### src/hdl/spp_pkg.sv
// constants, register map and mode states of the speed and profile position mode logic
// Overview of operation
// - speed control setpoint is signed, -30000 to 30000 rpm, default zero
// - commanded speed in speed control stays within the configured maximum speed, except while decelerating after the maximum is lowered
// - speed changes follow the ramp step settings, never an instant jump
// - speed control ends once the mode is deselected and the motor stands still
// - speed control also ends at standstill after a halt or an error
// - profile position moves from start to an absolute or relative target
// - acceleration, deceleration and target speed shape each positioning move
// - absolute targets refer to the axis zero, which homing establishes first
// - one option bit: absolute moves only after homing (1) or always (0)
// - two signed 32-bit readbacks: motor position and profile generator position
// - profile speed 1 to 13200 rpm, default 60, clamped to max and ramp limits
// - absolute target range follows the scaling range and enabled software limits
// - relative-to-actual target during a move adds to the current motor position
// - relative-to-target target during a move adds to the running move's target
// - relative move may cross limits only when finished; position first set to 0
// - one mode at a time; a new mode only after the current one ended
// - a mode is normally activated only in operating state 6
package spp_pkg;
   // parameter addresses
   localparam logic [15:0] ADDR_ABS_HOMING  = 16'h062c;
   localparam logic [15:0] ADDR_MOTOR_POS   = 16'h1e1a;
   localparam logic [15:0] ADDR_GEN_POS     = 16'h1f04;
   localparam logic [15:0] ADDR_SPEED_SET   = 16'h2108;
   localparam logic [15:0] ADDR_PROF_SPEED  = 16'h2300;
   localparam logic [15:0] ADDR_ABS_TARGET  = 16'h2302;
   localparam logic [15:0] ADDR_REL_ACTUAL  = 16'h2304;
   localparam logic [15:0] ADDR_REL_TARGET  = 16'h2306;
   localparam logic [15:0] ADDR_STATUS      = 16'h2308;
   // reset values
   localparam logic [15:0] RST_ABS_HOMING   = 16'h0000;
   localparam logic [15:0] RST_SPEED_SET    = 16'h0000;
   localparam logic [15:0] RST_PROF_SPEED   = 16'h003c;
   localparam logic [31:0] RST_POSITION     = 32'h0000_0000;
   // setpoint ranges
   localparam logic signed [15:0] SPEED_SET_MIN  = -16'sd30000;
   localparam logic signed [15:0] SPEED_SET_MAX  = 16'sd30000;
   localparam logic [15:0]        PROF_SPEED_MIN = 16'h0001;
   localparam logic [15:0]        PROF_SPEED_MAX = 16'h3390;
   // operating state that permits activation
   localparam logic [3:0]  OPSTATE_ENABLED  = 4'h6;
   // status field positions
   localparam int          STAT_MODE_LSB    = 0;
   localparam int          STAT_FINISHED    = 2;
   localparam int          STAT_REFUSED     = 3;
   // mode requests
   localparam logic [1:0]  REQ_NONE         = 2'h0;
   localparam logic [1:0]  REQ_SPEED        = 2'h1;
   localparam logic [1:0]  REQ_PROFILE      = 2'h2;
   // mode states
   typedef enum logic [1:0] {
      MODE_IDLE,
      MODE_SPEED,
      MODE_STOPPING,
      MODE_PROFILE
   } spp_mode_t;
endpackage

### src/hdl/spp_ramp_step.sv
// one ramp step of the commanded speed toward its target
`timescale 1ns/1ps
`default_nettype none
module spp_ramp_step #(
   parameter int W = 17
) (
   input  wire logic signed [W-1:0] current,
   input  wire logic signed [W-1:0] target,
   input  wire logic [W-2:0]        accelStep,
   input  wire logic [W-2:0]        decelStep,
   output logic signed [W-1:0]      nextSpeed
);
   logic signed [W:0] diff;
   logic [W:0]        diffMag;
   logic [W:0]        step;
   logic              speedingUp;

   // accelerate when moving away from zero, otherwise decelerate
   always_comb begin
      diff       = (W+1)'(target) - (W+1)'(current);
      diffMag    = diff[W] ? (W+1)'(-diff) : (W+1)'(diff);
      speedingUp = (current >= 0 && diff > 0) || (current <= 0 && diff < 0);
      step       = speedingUp ? (W+1)'(accelStep) : (W+1)'(decelStep);
      if (diffMag <= step) begin
         nextSpeed = target;
      end else if (diff[W]) begin
         nextSpeed = W'((W+1)'(current) - step);
      end else begin
         nextSpeed = W'((W+1)'(current) + step);
      end
   end
endmodule
`default_nettype wire

### src/hdl/spp_limit.sv
// symmetric clamp of a signed speed to a magnitude limit
`timescale 1ns/1ps
`default_nettype none
module spp_limit #(
   parameter int W = 17
) (
   input  wire logic signed [W-1:0] value,
   input  wire logic [W-2:0]        limit,
   output logic signed [W-1:0]      limited
);
   logic signed [W-1:0] posLim;

   // clamp into -limit .. +limit
   always_comb begin
      posLim = W'(limit);
      if (value > posLim) begin
         limited = posLim;
      end else if (value < -posLim) begin
         limited = -posLim;
      end else begin
         limited = value;
      end
   end
endmodule
`default_nettype wire

### src/hdl/spp_mode_logic.sv
// speed control and profile position mode logic with its parameter port
`timescale 1ns/1ps
`default_nettype none
module spp_mode_logic (
   input  wire logic               clock,
   input  wire logic               sys_rst,
   input  wire logic               parWrite,
   input  wire logic               parRead,
   input  wire logic [15:0]        parAddr,
   input  wire logic [31:0]        parWdata,
   output logic [31:0]             parRdata,
   input  wire logic [1:0]         modeRequest,
   input  wire logic [3:0]         opState,
   input  wire logic               haltRequest,
   input  wire logic               errorActive,
   input  wire logic [15:0]        maxSpeed,
   input  wire logic [15:0]        rampSpeedLimit,
   input  wire logic [15:0]        accelStep,
   input  wire logic [15:0]        decelStep,
   input  wire logic               homingValid,
   input  wire logic signed [31:0] motorPosIn,
   input  wire logic signed [31:0] posMinUser,
   input  wire logic signed [31:0] posMaxUser,
   input  wire logic               swLimitEnable,
   input  wire logic signed [31:0] swLimitNeg,
   input  wire logic signed [31:0] swLimitPos,
   output logic signed [16:0]      commandSpeed,
   output logic                    motionFinished,
   output logic                    positionZeroed,
   output logic [1:0]              modeActive
);
   typedef struct packed {
      spp_pkg::spp_mode_t mode;
      logic [15:0]        speedSet;
      logic [15:0]        profSpeed;
      logic [15:0]        absHoming;
      logic [31:0]        absTarget;
      logic [31:0]        relActual;
      logic [31:0]        relTarget;
      logic [31:0]        curTarget;
      logic [31:0]        genPos;
      logic [31:0]        posOffset;
      logic [31:0]        motorPos;
      logic [16:0]        vel;
      logic               refused;
      logic               zeroPulse;
      logic [31:0]        rdData;
   } spp_state_t;

   spp_state_t st_r;
   spp_state_t st_nxt;

   logic signed [16:0] speedLimited;
   logic signed [16:0] rampTarget;
   logic signed [16:0] rampNext;
   logic signed [32:0] remaining;
   logic [32:0]        remainMag;
   logic [15:0]        profLimit;
   logic               finished;
   logic               opEnabled;
   logic               stopCause;
   logic [31:0]        statusWord;

   // smaller of two unsigned magnitudes
   function automatic logic [15:0] minU16(input logic [15:0] a, input logic [15:0] b);
      minU16 = (a < b) ? a : b;
   endfunction

   // absolute target window from scaling range and enabled software limits
   function automatic logic posAllowed(input logic signed [31:0] p);
      logic ok;
      ok = (p >= posMinUser) && (p <= posMaxUser);
      if (swLimitEnable) begin
         ok = ok && (p >= swLimitNeg) && (p <= swLimitPos);
      end
      posAllowed = ok;
   endfunction

   ////////////////////////////////////////////////////////////////////////////
   // speed shaping
   spp_limit #(
      .W(17)
   ) u_speed_limit (
      .value   (17'(signed'(st_r.speedSet))),
      .limit   (maxSpeed),
      .limited (speedLimited)
   );

   spp_ramp_step #(
      .W(17)
   ) u_ramp (
      .current   (signed'(st_r.vel)),
      .target    (rampTarget),
      .accelStep (accelStep),
      .decelStep (decelStep),
      .nextSpeed (rampNext)
   );

   // ramp target per mode, profile speed limited by distance left
   always_comb begin
      profLimit = minU16(minU16(st_r.profSpeed, maxSpeed), rampSpeedLimit);
      remaining = 33'(signed'(st_r.curTarget)) - 33'(signed'(st_r.genPos));
      remainMag = remaining[32] ? 33'(-remaining) : 33'(remaining);
      rampTarget = 17'sd0;
      case (st_r.mode)
         spp_pkg::MODE_SPEED: begin
            rampTarget = speedLimited;
         end
         spp_pkg::MODE_PROFILE: begin
            // shrinking speed near the target gives the deceleration ramp
            if (remainMag < 33'(profLimit)) begin
               rampTarget = 17'(remainMag[15:0]);
            end else begin
               rampTarget = 17'(profLimit);
            end
            if (remaining[32]) begin
               rampTarget = -rampTarget;
            end
         end
         default: begin
            rampTarget = 17'sd0;
         end
      endcase
   end

   assign finished   = (st_r.genPos == st_r.curTarget) && (st_r.vel == 17'd0);
   assign opEnabled  = (opState == spp_pkg::OPSTATE_ENABLED);
   assign stopCause  = haltRequest || errorActive;
   assign statusWord = {28'h0, st_r.refused, finished, modeActive};

   ////////////////////////////////////////////////////////////////////////////
   // next state
   always_comb begin
      logic signed [31:0] wSigned;
      logic signed [32:0] step;
      logic signed [31:0] base;
      logic signed [31:0] newTarget;
      logic               relWrite;
      wSigned   = signed'(parWdata);
      step      = 33'(signed'(rampNext));
      base      = 32'sd0;
      newTarget = 32'sd0;
      relWrite  = 1'b0;
      st_nxt    = st_r;
      st_nxt.zeroPulse = 1'b0;

      // readbacks refresh every cycle
      st_nxt.motorPos = 32'(motorPosIn - signed'(st_r.posOffset));

      // ramp and generator integration
      st_nxt.vel = rampNext;
      if (st_r.mode == spp_pkg::MODE_PROFILE
            && ((step >= 0 && step >= remaining && remaining >= 0)
            || (step < 0 && step <= remaining && remaining < 0))) begin
         st_nxt.genPos = st_r.curTarget;
      end else begin
         st_nxt.genPos = 32'(33'(signed'(st_r.genPos)) + step);
      end
      if (st_r.mode != spp_pkg::MODE_PROFILE) begin
         st_nxt.curTarget = st_nxt.genPos;  // target follows the generator outside positioning
      end

      // mode sequencing, one mode at a time
      case (st_r.mode)
         spp_pkg::MODE_IDLE: begin
            // no new activation while a halt or an error is still present
            if (stopCause) begin
               st_nxt.mode = spp_pkg::MODE_IDLE;
            end else if (opEnabled && modeRequest == spp_pkg::REQ_SPEED) begin
               st_nxt.mode = spp_pkg::MODE_SPEED;
            end else if (opEnabled && modeRequest == spp_pkg::REQ_PROFILE) begin
               st_nxt.mode      = spp_pkg::MODE_PROFILE;
               st_nxt.curTarget = st_r.genPos;
            end
         end
         spp_pkg::MODE_SPEED: begin
            if (stopCause || modeRequest != spp_pkg::REQ_SPEED) begin
               st_nxt.mode = spp_pkg::MODE_STOPPING;
            end
         end
         spp_pkg::MODE_PROFILE: begin
            if (stopCause) begin
               st_nxt.mode = spp_pkg::MODE_STOPPING;
            end else if (modeRequest != spp_pkg::REQ_PROFILE && finished) begin
               st_nxt.mode = spp_pkg::MODE_IDLE;
            end
         end
         spp_pkg::MODE_STOPPING: begin
            if (st_r.vel == 17'd0) begin
               st_nxt.mode = spp_pkg::MODE_IDLE;
            end
         end
         default: begin
            st_nxt.mode = spp_pkg::MODE_IDLE;
         end
      endcase

      // parameter writes
      if (parWrite) begin
         case (parAddr)
            spp_pkg::ADDR_ABS_HOMING: begin
               st_nxt.absHoming = {15'h0, parWdata[0]};
            end
            spp_pkg::ADDR_SPEED_SET: begin
               if (wSigned >= 32'(spp_pkg::SPEED_SET_MIN)
                     && wSigned <= 32'(spp_pkg::SPEED_SET_MAX)) begin
                  st_nxt.speedSet = parWdata[15:0];
               end else begin
                  st_nxt.refused = 1'b1;
               end
            end
            spp_pkg::ADDR_PROF_SPEED: begin
               if (parWdata >= 32'(spp_pkg::PROF_SPEED_MIN)
                     && parWdata <= 32'(spp_pkg::PROF_SPEED_MAX)) begin
                  st_nxt.profSpeed = parWdata[15:0];
               end else begin
                  st_nxt.refused = 1'b1;
               end
            end
            spp_pkg::ADDR_ABS_TARGET: begin
               st_nxt.absTarget = parWdata;
               if (st_r.mode == spp_pkg::MODE_PROFILE) begin
                  if (st_r.absHoming[0] && !homingValid) begin
                     st_nxt.refused = 1'b1;
                  end else if (!posAllowed(wSigned)) begin
                     st_nxt.refused = 1'b1;
                  end else begin
                     st_nxt.curTarget = parWdata;
                  end
               end
            end
            spp_pkg::ADDR_REL_ACTUAL: begin
               st_nxt.relActual = parWdata;
               relWrite = 1'b1;
               base     = signed'(st_r.motorPos);
            end
            spp_pkg::ADDR_REL_TARGET: begin
               st_nxt.relTarget = parWdata;
               relWrite = 1'b1;
               base     = signed'(st_r.curTarget);
            end
            spp_pkg::ADDR_STATUS: begin
               st_nxt.refused = 1'b0;
            end
            default: begin
               st_nxt.refused = st_r.refused;
            end
         endcase
      end

      // relative move start
      if (relWrite && st_r.mode == spp_pkg::MODE_PROFILE && !stopCause) begin
         if (finished) begin
            // standstill start: implicit position set to zero, limits may be crossed
            st_nxt.genPos    = spp_pkg::RST_POSITION;
            st_nxt.posOffset = 32'(motorPosIn);
            st_nxt.curTarget = parWdata;
            st_nxt.vel       = 17'd0;
            st_nxt.zeroPulse = 1'b1;
         end else begin
            newTarget = base + wSigned;
            if (posAllowed(newTarget)) begin
               st_nxt.curTarget = newTarget;
            end else begin
               st_nxt.refused = 1'b1;
            end
         end
      end

      // halt or error overrides any target: stop where the generator stands
      if (st_r.mode == spp_pkg::MODE_STOPPING) begin
         st_nxt.curTarget = st_nxt.genPos;
      end

      // read data, one cycle after the read strobe
      if (parRead) begin
         case (parAddr)
            spp_pkg::ADDR_ABS_HOMING: st_nxt.rdData = {16'h0, st_r.absHoming};
            spp_pkg::ADDR_MOTOR_POS:  st_nxt.rdData = st_r.motorPos;
            spp_pkg::ADDR_GEN_POS:    st_nxt.rdData = st_r.genPos;
            spp_pkg::ADDR_SPEED_SET:  st_nxt.rdData = 32'(signed'(st_r.speedSet));
            spp_pkg::ADDR_PROF_SPEED: st_nxt.rdData = {16'h0, st_r.profSpeed};
            spp_pkg::ADDR_ABS_TARGET: st_nxt.rdData = st_r.absTarget;
            spp_pkg::ADDR_REL_ACTUAL: st_nxt.rdData = st_r.relActual;
            spp_pkg::ADDR_REL_TARGET: st_nxt.rdData = st_r.relTarget;
            spp_pkg::ADDR_STATUS:     st_nxt.rdData = statusWord;
            default:                  st_nxt.rdData = 32'h0000_0000;
         endcase
      end
   end

   ////////////////////////////////////////////////////////////////////////////
   // state register
   always_ff @(posedge clock or posedge sys_rst) begin
      if (sys_rst) begin
         st_r.mode      <= spp_pkg::MODE_IDLE;
         st_r.speedSet  <= spp_pkg::RST_SPEED_SET;
         st_r.profSpeed <= spp_pkg::RST_PROF_SPEED;
         st_r.absHoming <= spp_pkg::RST_ABS_HOMING;
         st_r.absTarget <= spp_pkg::RST_POSITION;
         st_r.relActual <= spp_pkg::RST_POSITION;
         st_r.relTarget <= spp_pkg::RST_POSITION;
         st_r.curTarget <= spp_pkg::RST_POSITION;
         st_r.genPos    <= spp_pkg::RST_POSITION;
         st_r.posOffset <= spp_pkg::RST_POSITION;
         st_r.motorPos  <= spp_pkg::RST_POSITION;
         st_r.vel       <= 17'h0_0000;
         st_r.refused   <= 1'b0;
         st_r.zeroPulse <= 1'b0;
         st_r.rdData    <= 32'h0000_0000;
      end else begin
         st_r <= st_nxt;
      end
   end

   // outputs
   assign parRdata       = st_r.rdData;
   assign commandSpeed   = signed'(st_r.vel);
   assign motionFinished = finished;
   assign positionZeroed = st_r.zeroPulse;
   assign modeActive     = (st_r.mode == spp_pkg::MODE_SPEED) ? spp_pkg::REQ_SPEED :
                           (st_r.mode == spp_pkg::MODE_PROFILE) ? spp_pkg::REQ_PROFILE :
                           spp_pkg::REQ_NONE;

   ////////////////////////////////////////////////////////////////////////////
   // checks
   logic [16:0] absVel;
   logic [16:0] velDelta;
   logic [16:0] velStep;
   assign absVel   = st_r.vel[16] ? 17'(-signed'(st_r.vel)) : st_r.vel;
   assign velDelta = 17'(signed'(st_r.vel) - signed'(st_nxt.vel));
   assign velStep  = velDelta[16] ? 17'(-signed'(velDelta)) : velDelta;
endmodule
`default_nettype wire

### config.mk
export PLATFORM = sky130hd
export DESIGN_NAME = spp_mode_logic
export DESIGN_NICKNAME = d
export VERILOG_FILES = /design/src/hdl/spp_pkg.sv /design/src/hdl/spp_ramp_step.sv /design/src/hdl/spp_limit.sv /design/src/hdl/spp_mode_logic.sv
export SDC_FILE = /design/constraint.sdc
export NUM_CORES = 2
export LEC_CHECK = 0
export ABC_CLOCK_PERIOD_IN_PS = 25300
export BUFFER_PORTS_ARGS = -buffer_cell sky130_fd_sc_hd__buf_2
export CELL_PAD_IN_SITES_DETAIL_PLACEMENT = 1
export CELL_PAD_IN_SITES_GLOBAL_PLACEMENT = 1
export CORE_UTILIZATION = 47
export CTS_BUF_LIST = sky130_fd_sc_hd__clkbuf_8
export DETAILED_ROUTE_END_ITERATION = 8
export PLACE_DENSITY_LB_ADDON = 0.2
export SLEW_MARGIN = 20
export SYNTH_ARGS = -nofsm -noshare
export SYNTH_HDL_FRONTEND = slang
export SYNTH_SLANG_ARGS = --single-unit
export TNS_END_PERCENT = 5
### constraint.sdc
create_clock -name clock -period 25.3 [get_ports clock]
set_input_delay 5.06 -clock clock [delete_from_list [all_inputs] [get_ports clock]]
set_output_delay 5.06 -clock clock [all_outputs]
set_load 0.01 [all_outputs]
[Yosys cells after proc, flatten, opt, wreduce, memory -nomap -nowiden]
Cells that the tools add are included.
Word-level totals
  bits in registers: 310
  input port bits: 286
  output and inout port bits: 53
  word-level logic and storage cells: 180
Cells by class
  add/subtract/negate cells: 11
  order comparisons: 28
  equality and inequality tests: 23
  muxes and demuxes: 64
  reductions and logical operators: 39
Operator list (number)
  two-way mux 32 bit: 15
  case mux 32 bit (9 select lines): 1
  greater-or-equal comparator 32 bit: 4
  less-or-equal comparator 32 bit: 4
  two-way mux 17 bit: 7
  == test 16 x 14 -> 1 bit (second input constant): 6
  two-way mux 96 bit: 1
  two-way mux 16 bit: 4
  two-way mux 64 bit: 1
  case mux 32 bit (2 select lines): 1
  greater-or-equal comparator 17 x 1 -> 1 bit (second input constant): 2
  case mux 17 bit (2 select lines): 1
  greater-or-equal comparator 17 x 33 -> 1 bit: 1
  greater-or-equal comparator 33 x 1 -> 1 bit (second input constant): 1
  less-or-equal comparator 17 x 33 -> 1 bit: 1
  less-than comparator 33 x 1 -> 1 bit (second input constant): 1
  less-than comparator 33 x 16 -> 1 bit: 1
  two-way mux 33 bit: 1
  negation 33 bit: 1
  subtractor 32 x 32 -> 33 bit: 1
  adder 32 x 17 -> 32 bit: 1
  adder 32 bit: 1
  == test 16 x 13 -> 1 bit (second input constant): 2
  == test 32 bit: 1
  other kinds (42): 105

[Longest topological paths before layout]
  word-level depth: 38
  depth in mapped cells: 92
  gate-level depth less buffers: 86

[By module]
From an unflattened synthesis, not the netlist that was laid out.
Second synthesis, totals
  cell total of the unflattened synthesis: 4439
  area, all modules: 35924.5 sq um
Modules (own cells, without submodules)
  spp_mode_logic: times used 1, cells an instance 3705, area each 30815.8 sq um, sequential area each 7762.4 sq um
  spp_ramp_step: times used 1, cells an instance 522, area each 3565.9 sq um, sequential area each 0.0 sq um
  spp_limit: times used 1, cells an instance 212, area each 1542.7 sq um, sequential area each 0.0 sq um

[Worst setup path after synthesis]
OpenSTA, ideal clock, no wires.
  path type: input-to-reg
  from: input maxSpeed[6]
  to: register st_r[178] (netlist bit)
  library setup time: 0.124 ns
  arrival time: 23.852 ns
  data required time: 25.176 ns
  path slack: 1.324 ns
  cell stages on the path: 85
  buffers on the path: 6
  path through: inv_1 ha_1 a21o_1 a221o_1 o21a_1 nor2_1 clkbuf_1 clkbuf_1 nand2_1 o21ai_0 ha_1 o21ai_0 o21ai_0 a21oi_1 o21ai_0 or3_1 o31ai_1 clkbuf_1 (+49 left out) xnor2_1 mux2i_1 nand2_1 ha_1 nand2_1 o21ai_0 a211oi_1 nor3_1 nor2_1 a211oi_1 nor2_1 a211o_1 o21ai_0 nor2_1 and3_1 o41ai_1 a211oi_1 o31a_1
RTL lines
  start: declaration: line spp_mode_logic.sv:16  | input wire logic [15:0] maxSpeed,
  end signal: assignment: line spp_mode_logic.sv:312  | st_r <= st_nxt;
  end: declaration: line spp_mode_logic.sv:50  | spp_state_t st_r;

==> impl_results.html <==
<table>
<tr><th>Metric</th><th>Value</th></tr>
<tr><th colspan="2">Synthesis</th></tr>
<tr><td>Top cell type by total area after synthesis</td><td>sky130_fd_sc_hd__dfrtp_1</td></tr>
<tr><td>EDFF count, synth</td><td>0</td></tr>
<tr><td>Area share of the largest cell type after synthesis</td><td>21.6%</td></tr>
<tr><td>Most numerous cell types in the synthesized netlist</td><td>544 x sky130_fd_sc_hd__ha_1, 478 x sky130_fd_sc_hd__nand2_1, 379 x sky130_fd_sc_hd__inv_1</td></tr>
<tr><td>Number of standard cells after synthesis</td><td>around 4.4k</td></tr>
<tr><td>Mapped Nets</td><td>~5.3k</td></tr>
<tr><td>Number of distinct library cell variants in the gate-level netlist after synthesis</td><td>92</td></tr>
<tr><td>Most frequent cell after synthesis</td><td>sky130_fd_sc_hd__ha_1</td></tr>
<tr><td>Number of flip-flops and latches in the synthesized netlist</td><td>310</td></tr>
<tr><td>Synthesized cell area</td><td>between 0.03 and 0.04 mm2</td></tr>
<tr><td>Top cells by area, synth</td><td>sky130_fd_sc_hd__dfrtp_1 22%, sky130_fd_sc_hd__ha_1 19%, sky130_fd_sc_hd__nand2_1 5.1%, sky130_fd_sc_hd__inv_1 4.0%, sky130_fd_sc_hd__o21ai_0 3.9%</td></tr>
<tr><td>Proportion of register bits with asynchronous set or reset after synthesis</td><td>100%</td></tr>
<tr><td>Portion of the post-synthesis area used by sequential elements</td><td>a little over a fifth</td></tr>
<tr><td>Syn avg cell area</td><td>approximately 8 um2</td></tr>
<tr><td>Most instantiated flip-flop cell in the synthesis netlist</td><td>sky130_fd_sc_hd__dfrtp_1</td></tr>
<tr><td>Warnings from Yosys</td><td>0</td></tr>
<tr><th colspan="2">Setup path</th></tr>
<tr><td>Worst reg2reg path startpoint</td><td>st_r[296]</td></tr>
<tr><td>Category of the most critical setup path</td><td>in2reg</td></tr>
<tr><td>Top delay family on crit path</td><td>compound AO/OA/AOI/OAI gates</td></tr>
<tr><td>Destination of the worst register-to-register timing path</td><td>st_r[178]</td></tr>
<tr><td>Delay of the slowest cell on the worst path</td><td>around 0.55 ns</td></tr>
<tr><td>Number of buffer and inverter instances along the worst setup path</td><td>7</td></tr>
<tr><td>Arrival @ worst endpoint</td><td>24.25 ns</td></tr>
<tr><td>Req. time, crit path</td><td>approximately 26 ns</td></tr>
<tr><td>Crit Path Max Fanout</td><td>28</td></tr>
<tr><td>Crit path max-delay cell type</td><td>sky130_fd_sc_hd__or4_1</td></tr>
<tr><td>Type of element capturing the critical path</td><td>register</td></tr>
<tr><td>Worst-case register-to-register setup slack</td><td>about 5.8 ns</td></tr>
<tr><td>Dominant cell type by count on the critical path</td><td>sky130_fd_sc_hd__o21ai_0</td></tr>
<tr><td>Crit path launch type</td><td>input pin</td></tr>
<tr><td>Worst-case reg-to-reg path depth</td><td>between 80 and 90</td></tr>
<tr><th colspan="2">Detailed routing</th></tr>
<tr><td>Post-route DRC violation count</td><td>0</td></tr>
<tr><td>Vias</td><td>36.3k</td></tr>
<tr><td>Total iterations of the first detailed-routing run</td><td>6</td></tr>
<tr><td>Vias per std cell</td><td>between 6 and 7</td></tr>
<tr><td>Remaining number of nets flagged by the antenna check after routing</td><td>0</td></tr>
<tr><td>Post-detailed-routing wire length</td><td>around 150 mm</td></tr>
<tr><td>Wire length per cell</td><td>approximately 26 um</td></tr>
<tr><td>Violation count after the first detailed-route iteration</td><td>just under 3k</td></tr>
<tr><th colspan="2">Placement</th></tr>
<tr><td>Hpwl dp</td><td>between 100 and 150 mm</td></tr>
<tr><td>Placed Cells incl. Taps</td><td>5599</td></tr>
<tr><td>Number of buffer cells added on primary ports</td><td>roughly 340</td></tr>
<tr><td>Placer Congestion</td><td>about 1.0</td></tr>
<tr><th colspan="2">Timing</th></tr>
<tr><td>Max-slew headroom</td><td>18.0%</td></tr>
<tr><td>Final Hold Vio Count</td><td>0</td></tr>
<tr><td>Setup repair after global routing missed its margin</td><td>no</td></tr>
<tr><td>Final TNS setup</td><td>0 ns</td></tr>
<tr><td>Fin. max-slew vios</td><td>0</td></tr>
<tr><td>Min Clock Period, post-route</td><td>23.65 ns</td></tr>
<tr><td>Number of failing setup endpoints in the final timing report</td><td>0</td></tr>
<tr><td>Transition at the pin with the smallest max-transition slack</td><td>approximately 1.2 ns</td></tr>
<tr><td>Clock skew</td><td>between 0.06 and 0.07 ns</td></tr>
<tr><td>Portion of the clock cycle consumed by the worst path in the final layout</td><td>93.5%</td></tr>
<tr><td>Highest clock rate</td><td>between 40 and 50 MHz</td></tr>
<tr><th colspan="2">Power</th></tr>
<tr><td>Share of power burned in combinational logic</td><td>about four fifths</td></tr>
<tr><td>Leakage</td><td>between 0.015 and 0.02 uW</td></tr>
<tr><td>Power density over the cells</td><td>between 150 and 200 mW/mm2</td></tr>
<tr><td>Clock share of power</td><td>under 10%</td></tr>
<tr><td>NetSw</td><td>about 3800 uW</td></tr>
<tr><td>Design internal power</td><td>approximately 3000 uW</td></tr>
<tr><td>Max rail drop VDD</td><td>about 0.00012 V</td></tr>
<tr><td>Flop pwr share</td><td>about an eighth</td></tr>
<tr><td>Net switching fraction of the power</td><td>55.8%</td></tr>
<tr><th colspan="2">CTS</th></tr>
<tr><td>Buffer cell driving the clock tree root</td><td>sky130_fd_sc_hd__clkbuf_8</td></tr>
<tr><td>CTS HTree Levels</td><td>2</td></tr>
<tr><td>Worst-skew pair later-pin latency</td><td>a little over 0.7 ns</td></tr>
<tr><td>Hold bufs inserted after CTS</td><td>0</td></tr>
<tr><td>Total number of clock tree sinks</td><td>310</td></tr>
<tr><td>Number of clock buffers inserted by TritonCTS</td><td>54</td></tr>
<tr><td>Clock-pin slew on the worst setup and hold paths</td><td>about 0.070 ns</td></tr>
<tr><td>CTS tree</td><td>done</td></tr>
<tr><td>CTS Buffer Depth</td><td>3</td></tr>
<tr><th colspan="2">Global routing</th></tr>
<tr><td>Maximum number of pins on one net before global-route repair</td><td>90</td></tr>
<tr><td>Aggregate global routing overflow</td><td>0</td></tr>
<tr><td>Antenna violations before repair</td><td>4</td></tr>
<tr><td>Aggregate global-route resource usage</td><td>around two fifths</td></tr>
<tr><td>First-pass GRT wire length</td><td>226 mm</td></tr>
<tr><td>Vias in the first global route</td><td>~37k</td></tr>
<tr><th colspan="2">Floorplan</th></tr>
<tr><td>Floorplan core area</td><td>~0.074 mm2</td></tr>
<tr><td>Die Width</td><td>between 200 and 300 um</td></tr>
<tr><td>I/O Pins</td><td>339</td></tr>
<tr><td>DIE HEIGHT</td><td>roughly 280 um</td></tr>
<tr><td>Core Rows</td><td>100</td></tr>
<tr><td>Die ar.</td><td>~0.076 mm2</td></tr>
<tr><td>Starting Density</td><td>47.5%</td></tr>
<tr><th colspan="2">Worst hold path</th></tr>
<tr><td>Worst min-delay path category</td><td>reg2reg</td></tr>
<tr><td>Destination of the worst hold path</td><td>st_r[233]</td></tr>
<tr><td>Worst hold stages</td><td>2</td></tr>
<tr><td>Hold path start</td><td>st_r[233]</td></tr>
<tr><th colspan="2">Cells and area</th></tr>
<tr><td>FILL cells</td><td>~9.3k</td></tr>
<tr><td>Share of final-layout standard cells stronger than drive strength 1</td><td>roughly 14%</td></tr>
<tr><td>Number of nets in the layout</td><td>approximately 5.5k</td></tr>
<tr><td>Non-filler instance count after layout</td><td>approximately 5.7k</td></tr>
<tr><td>Synth-to-layout area growth</td><td>10.6%</td></tr>
<tr><th colspan="2">Status</th></tr>
<tr><td>Outcome</td><td>completed</td></tr>
<tr><th colspan="2">Job</th></tr>
<tr><td>Max-cap viol count</td><td>0</td></tr>
</table>
## flip-flops by register name, indices dropped and copies added, names as in the netlist
name and cells:
st_r 260, parRdata 32, commandSpeed 17, positionZeroed 1
## cells in the final DEF (no fill, tap or decap), types with 22 or more instances in the layout
cell type and count:
sky130_fd_sc_hd__a21oi_1 247, sky130_fd_sc_hd__o211ai_1 31, sky130_fd_sc_hd__xnor2_1 125, sky130_fd_sc_hd__buf_4 76, sky130_fd_sc_hd__a22oi_1 75, sky130_fd_sc_hd__inv_1 389
sky130_fd_sc_hd__nand2b_1 55, sky130_fd_sc_hd__mux2_2 69, sky130_fd_sc_hd__a211oi_1 43, sky130_fd_sc_hd__nand4_1 101, sky130_fd_sc_hd__a21o_1 124, sky130_fd_sc_hd__a22o_1 30
sky130_fd_sc_hd__nor2_1 275, sky130_fd_sc_hd__clkbuf_8 68, sky130_fd_sc_hd__or3_1 38, sky130_fd_sc_hd__or2_2 25, sky130_fd_sc_hd__nor3_1 95, sky130_fd_sc_hd__o31ai_1 28
sky130_fd_sc_hd__o22ai_1 45, sky130_fd_sc_hd__mux2i_1 72, sky130_fd_sc_hd__nor4_1 31, sky130_fd_sc_hd__dfrtp_1 306, sky130_fd_sc_hd__o21a_1 92, sky130_fd_sc_hd__o21ai_0 274
sky130_fd_sc_hd__ha_1 544, sky130_fd_sc_hd__nand2_1 477, sky130_fd_sc_hd__a31oi_1 22, sky130_fd_sc_hd__and2_1 26, sky130_fd_sc_hd__and3_1 44, sky130_fd_sc_hd__nor2b_1 60
sky130_fd_sc_hd__xor2_1 43, sky130_fd_sc_hd__nand3_1 117, sky130_fd_sc_hd__a221oi_1 26, sky130_fd_sc_hd__buf_2 338, sky130_fd_sc_hd__a21boi_0 26
## per-stage QoR
step,total power [uW],hold WS (ns),setup WS (ns),util [%],instance area (um2)
6_report,6750,0.479,1.65,52.6,39100
5_1_grt,7290,0.500,0.000302,52.6,39100
4_1_cts,6620,0.479,1.76,52.5,39100
3_5_place_dp,6060,0.464,1.17,51.0,38000
3_3_place_gp,5900,0.459,1.55,51.0,38000
2_1_floorplan,4540,0.445,1.32,-,35400
## worst max-delay path by stage
stage	slack, ns	startpoint	end	cells after the start
3_5_place_dp	1.17	maxSpeed[6]	st_r[178]	82
6_report	1.65	maxSpeed[10]	st_r[178]	85
4_1_cts	1.76	maxSpeed[6]	st_r[178]	82
3_3_place_gp	1.55	maxSpeed[6]	st_r[178]	82
2_1_floorplan	1.32	maxSpeed[6]	st_r[178]	85
5_1_grt	0.0003	maxSpeed[10]	st_r[178]	86
## power groups by stage
stage                     Sequential (uW)  Combinational, uW  Clock, uW
after floorplan                       694               3850          0
after global placement                811               5090          0
after detailed placement              812               5250          0
after CTS                             803               5310        506
after global routing                  811               5950        526
final                                 816               5430        503
## layout make-up
cell class	instances	area (um2)	area share [%]
inverters	381	1440	3.67
well taps	969	1210	3.10
clock buffers	68	936	2.39
flip-flops and latches	310	7760	19.8
multi-input cells	3523	25300	64.6
diodes	3	7.51	0.0192
repair buffers	416	2300	5.88
clock inverters	30	215	0.550
## tightest hold or removal path, stage by stage (launching register included)
cell and delay [ns]:
sky130_fd_sc_hd__dfrtp_1 0.34, sky130_fd_sc_hd__nand2_1 0.05, sky130_fd_sc_hd__nand2_1 0.05
## metal layers
layer,track usage [%],part of all wire [%]
met1,49.4,42
met2,62.4,46
met3,5.58,7.5
met4,17.7,5.1
met5,0,0.0074
## cells by family (layout without fill, tap and decap cells)
logic type      after synthesis  in the layout  share of synthesized area [%]
compound gates             1246           1246                           23.8
fa+ha+maj                   550            550                           19.6
xor+xnor                    168            168                           4.16
mux                         143            143                           4.29
simple gates               1416           1416                           19.4
buf+inv                     590            895                           6.85
other cells                   0              3                              0
flops                       310            310                           21.9
## repair_timing
action / CTS / global route
setup buffers: 0 / 0
resized for setup: 0 / 3
endpoints found under the setup margin: 0 / 2
Power figures use the tool's default switching activity.
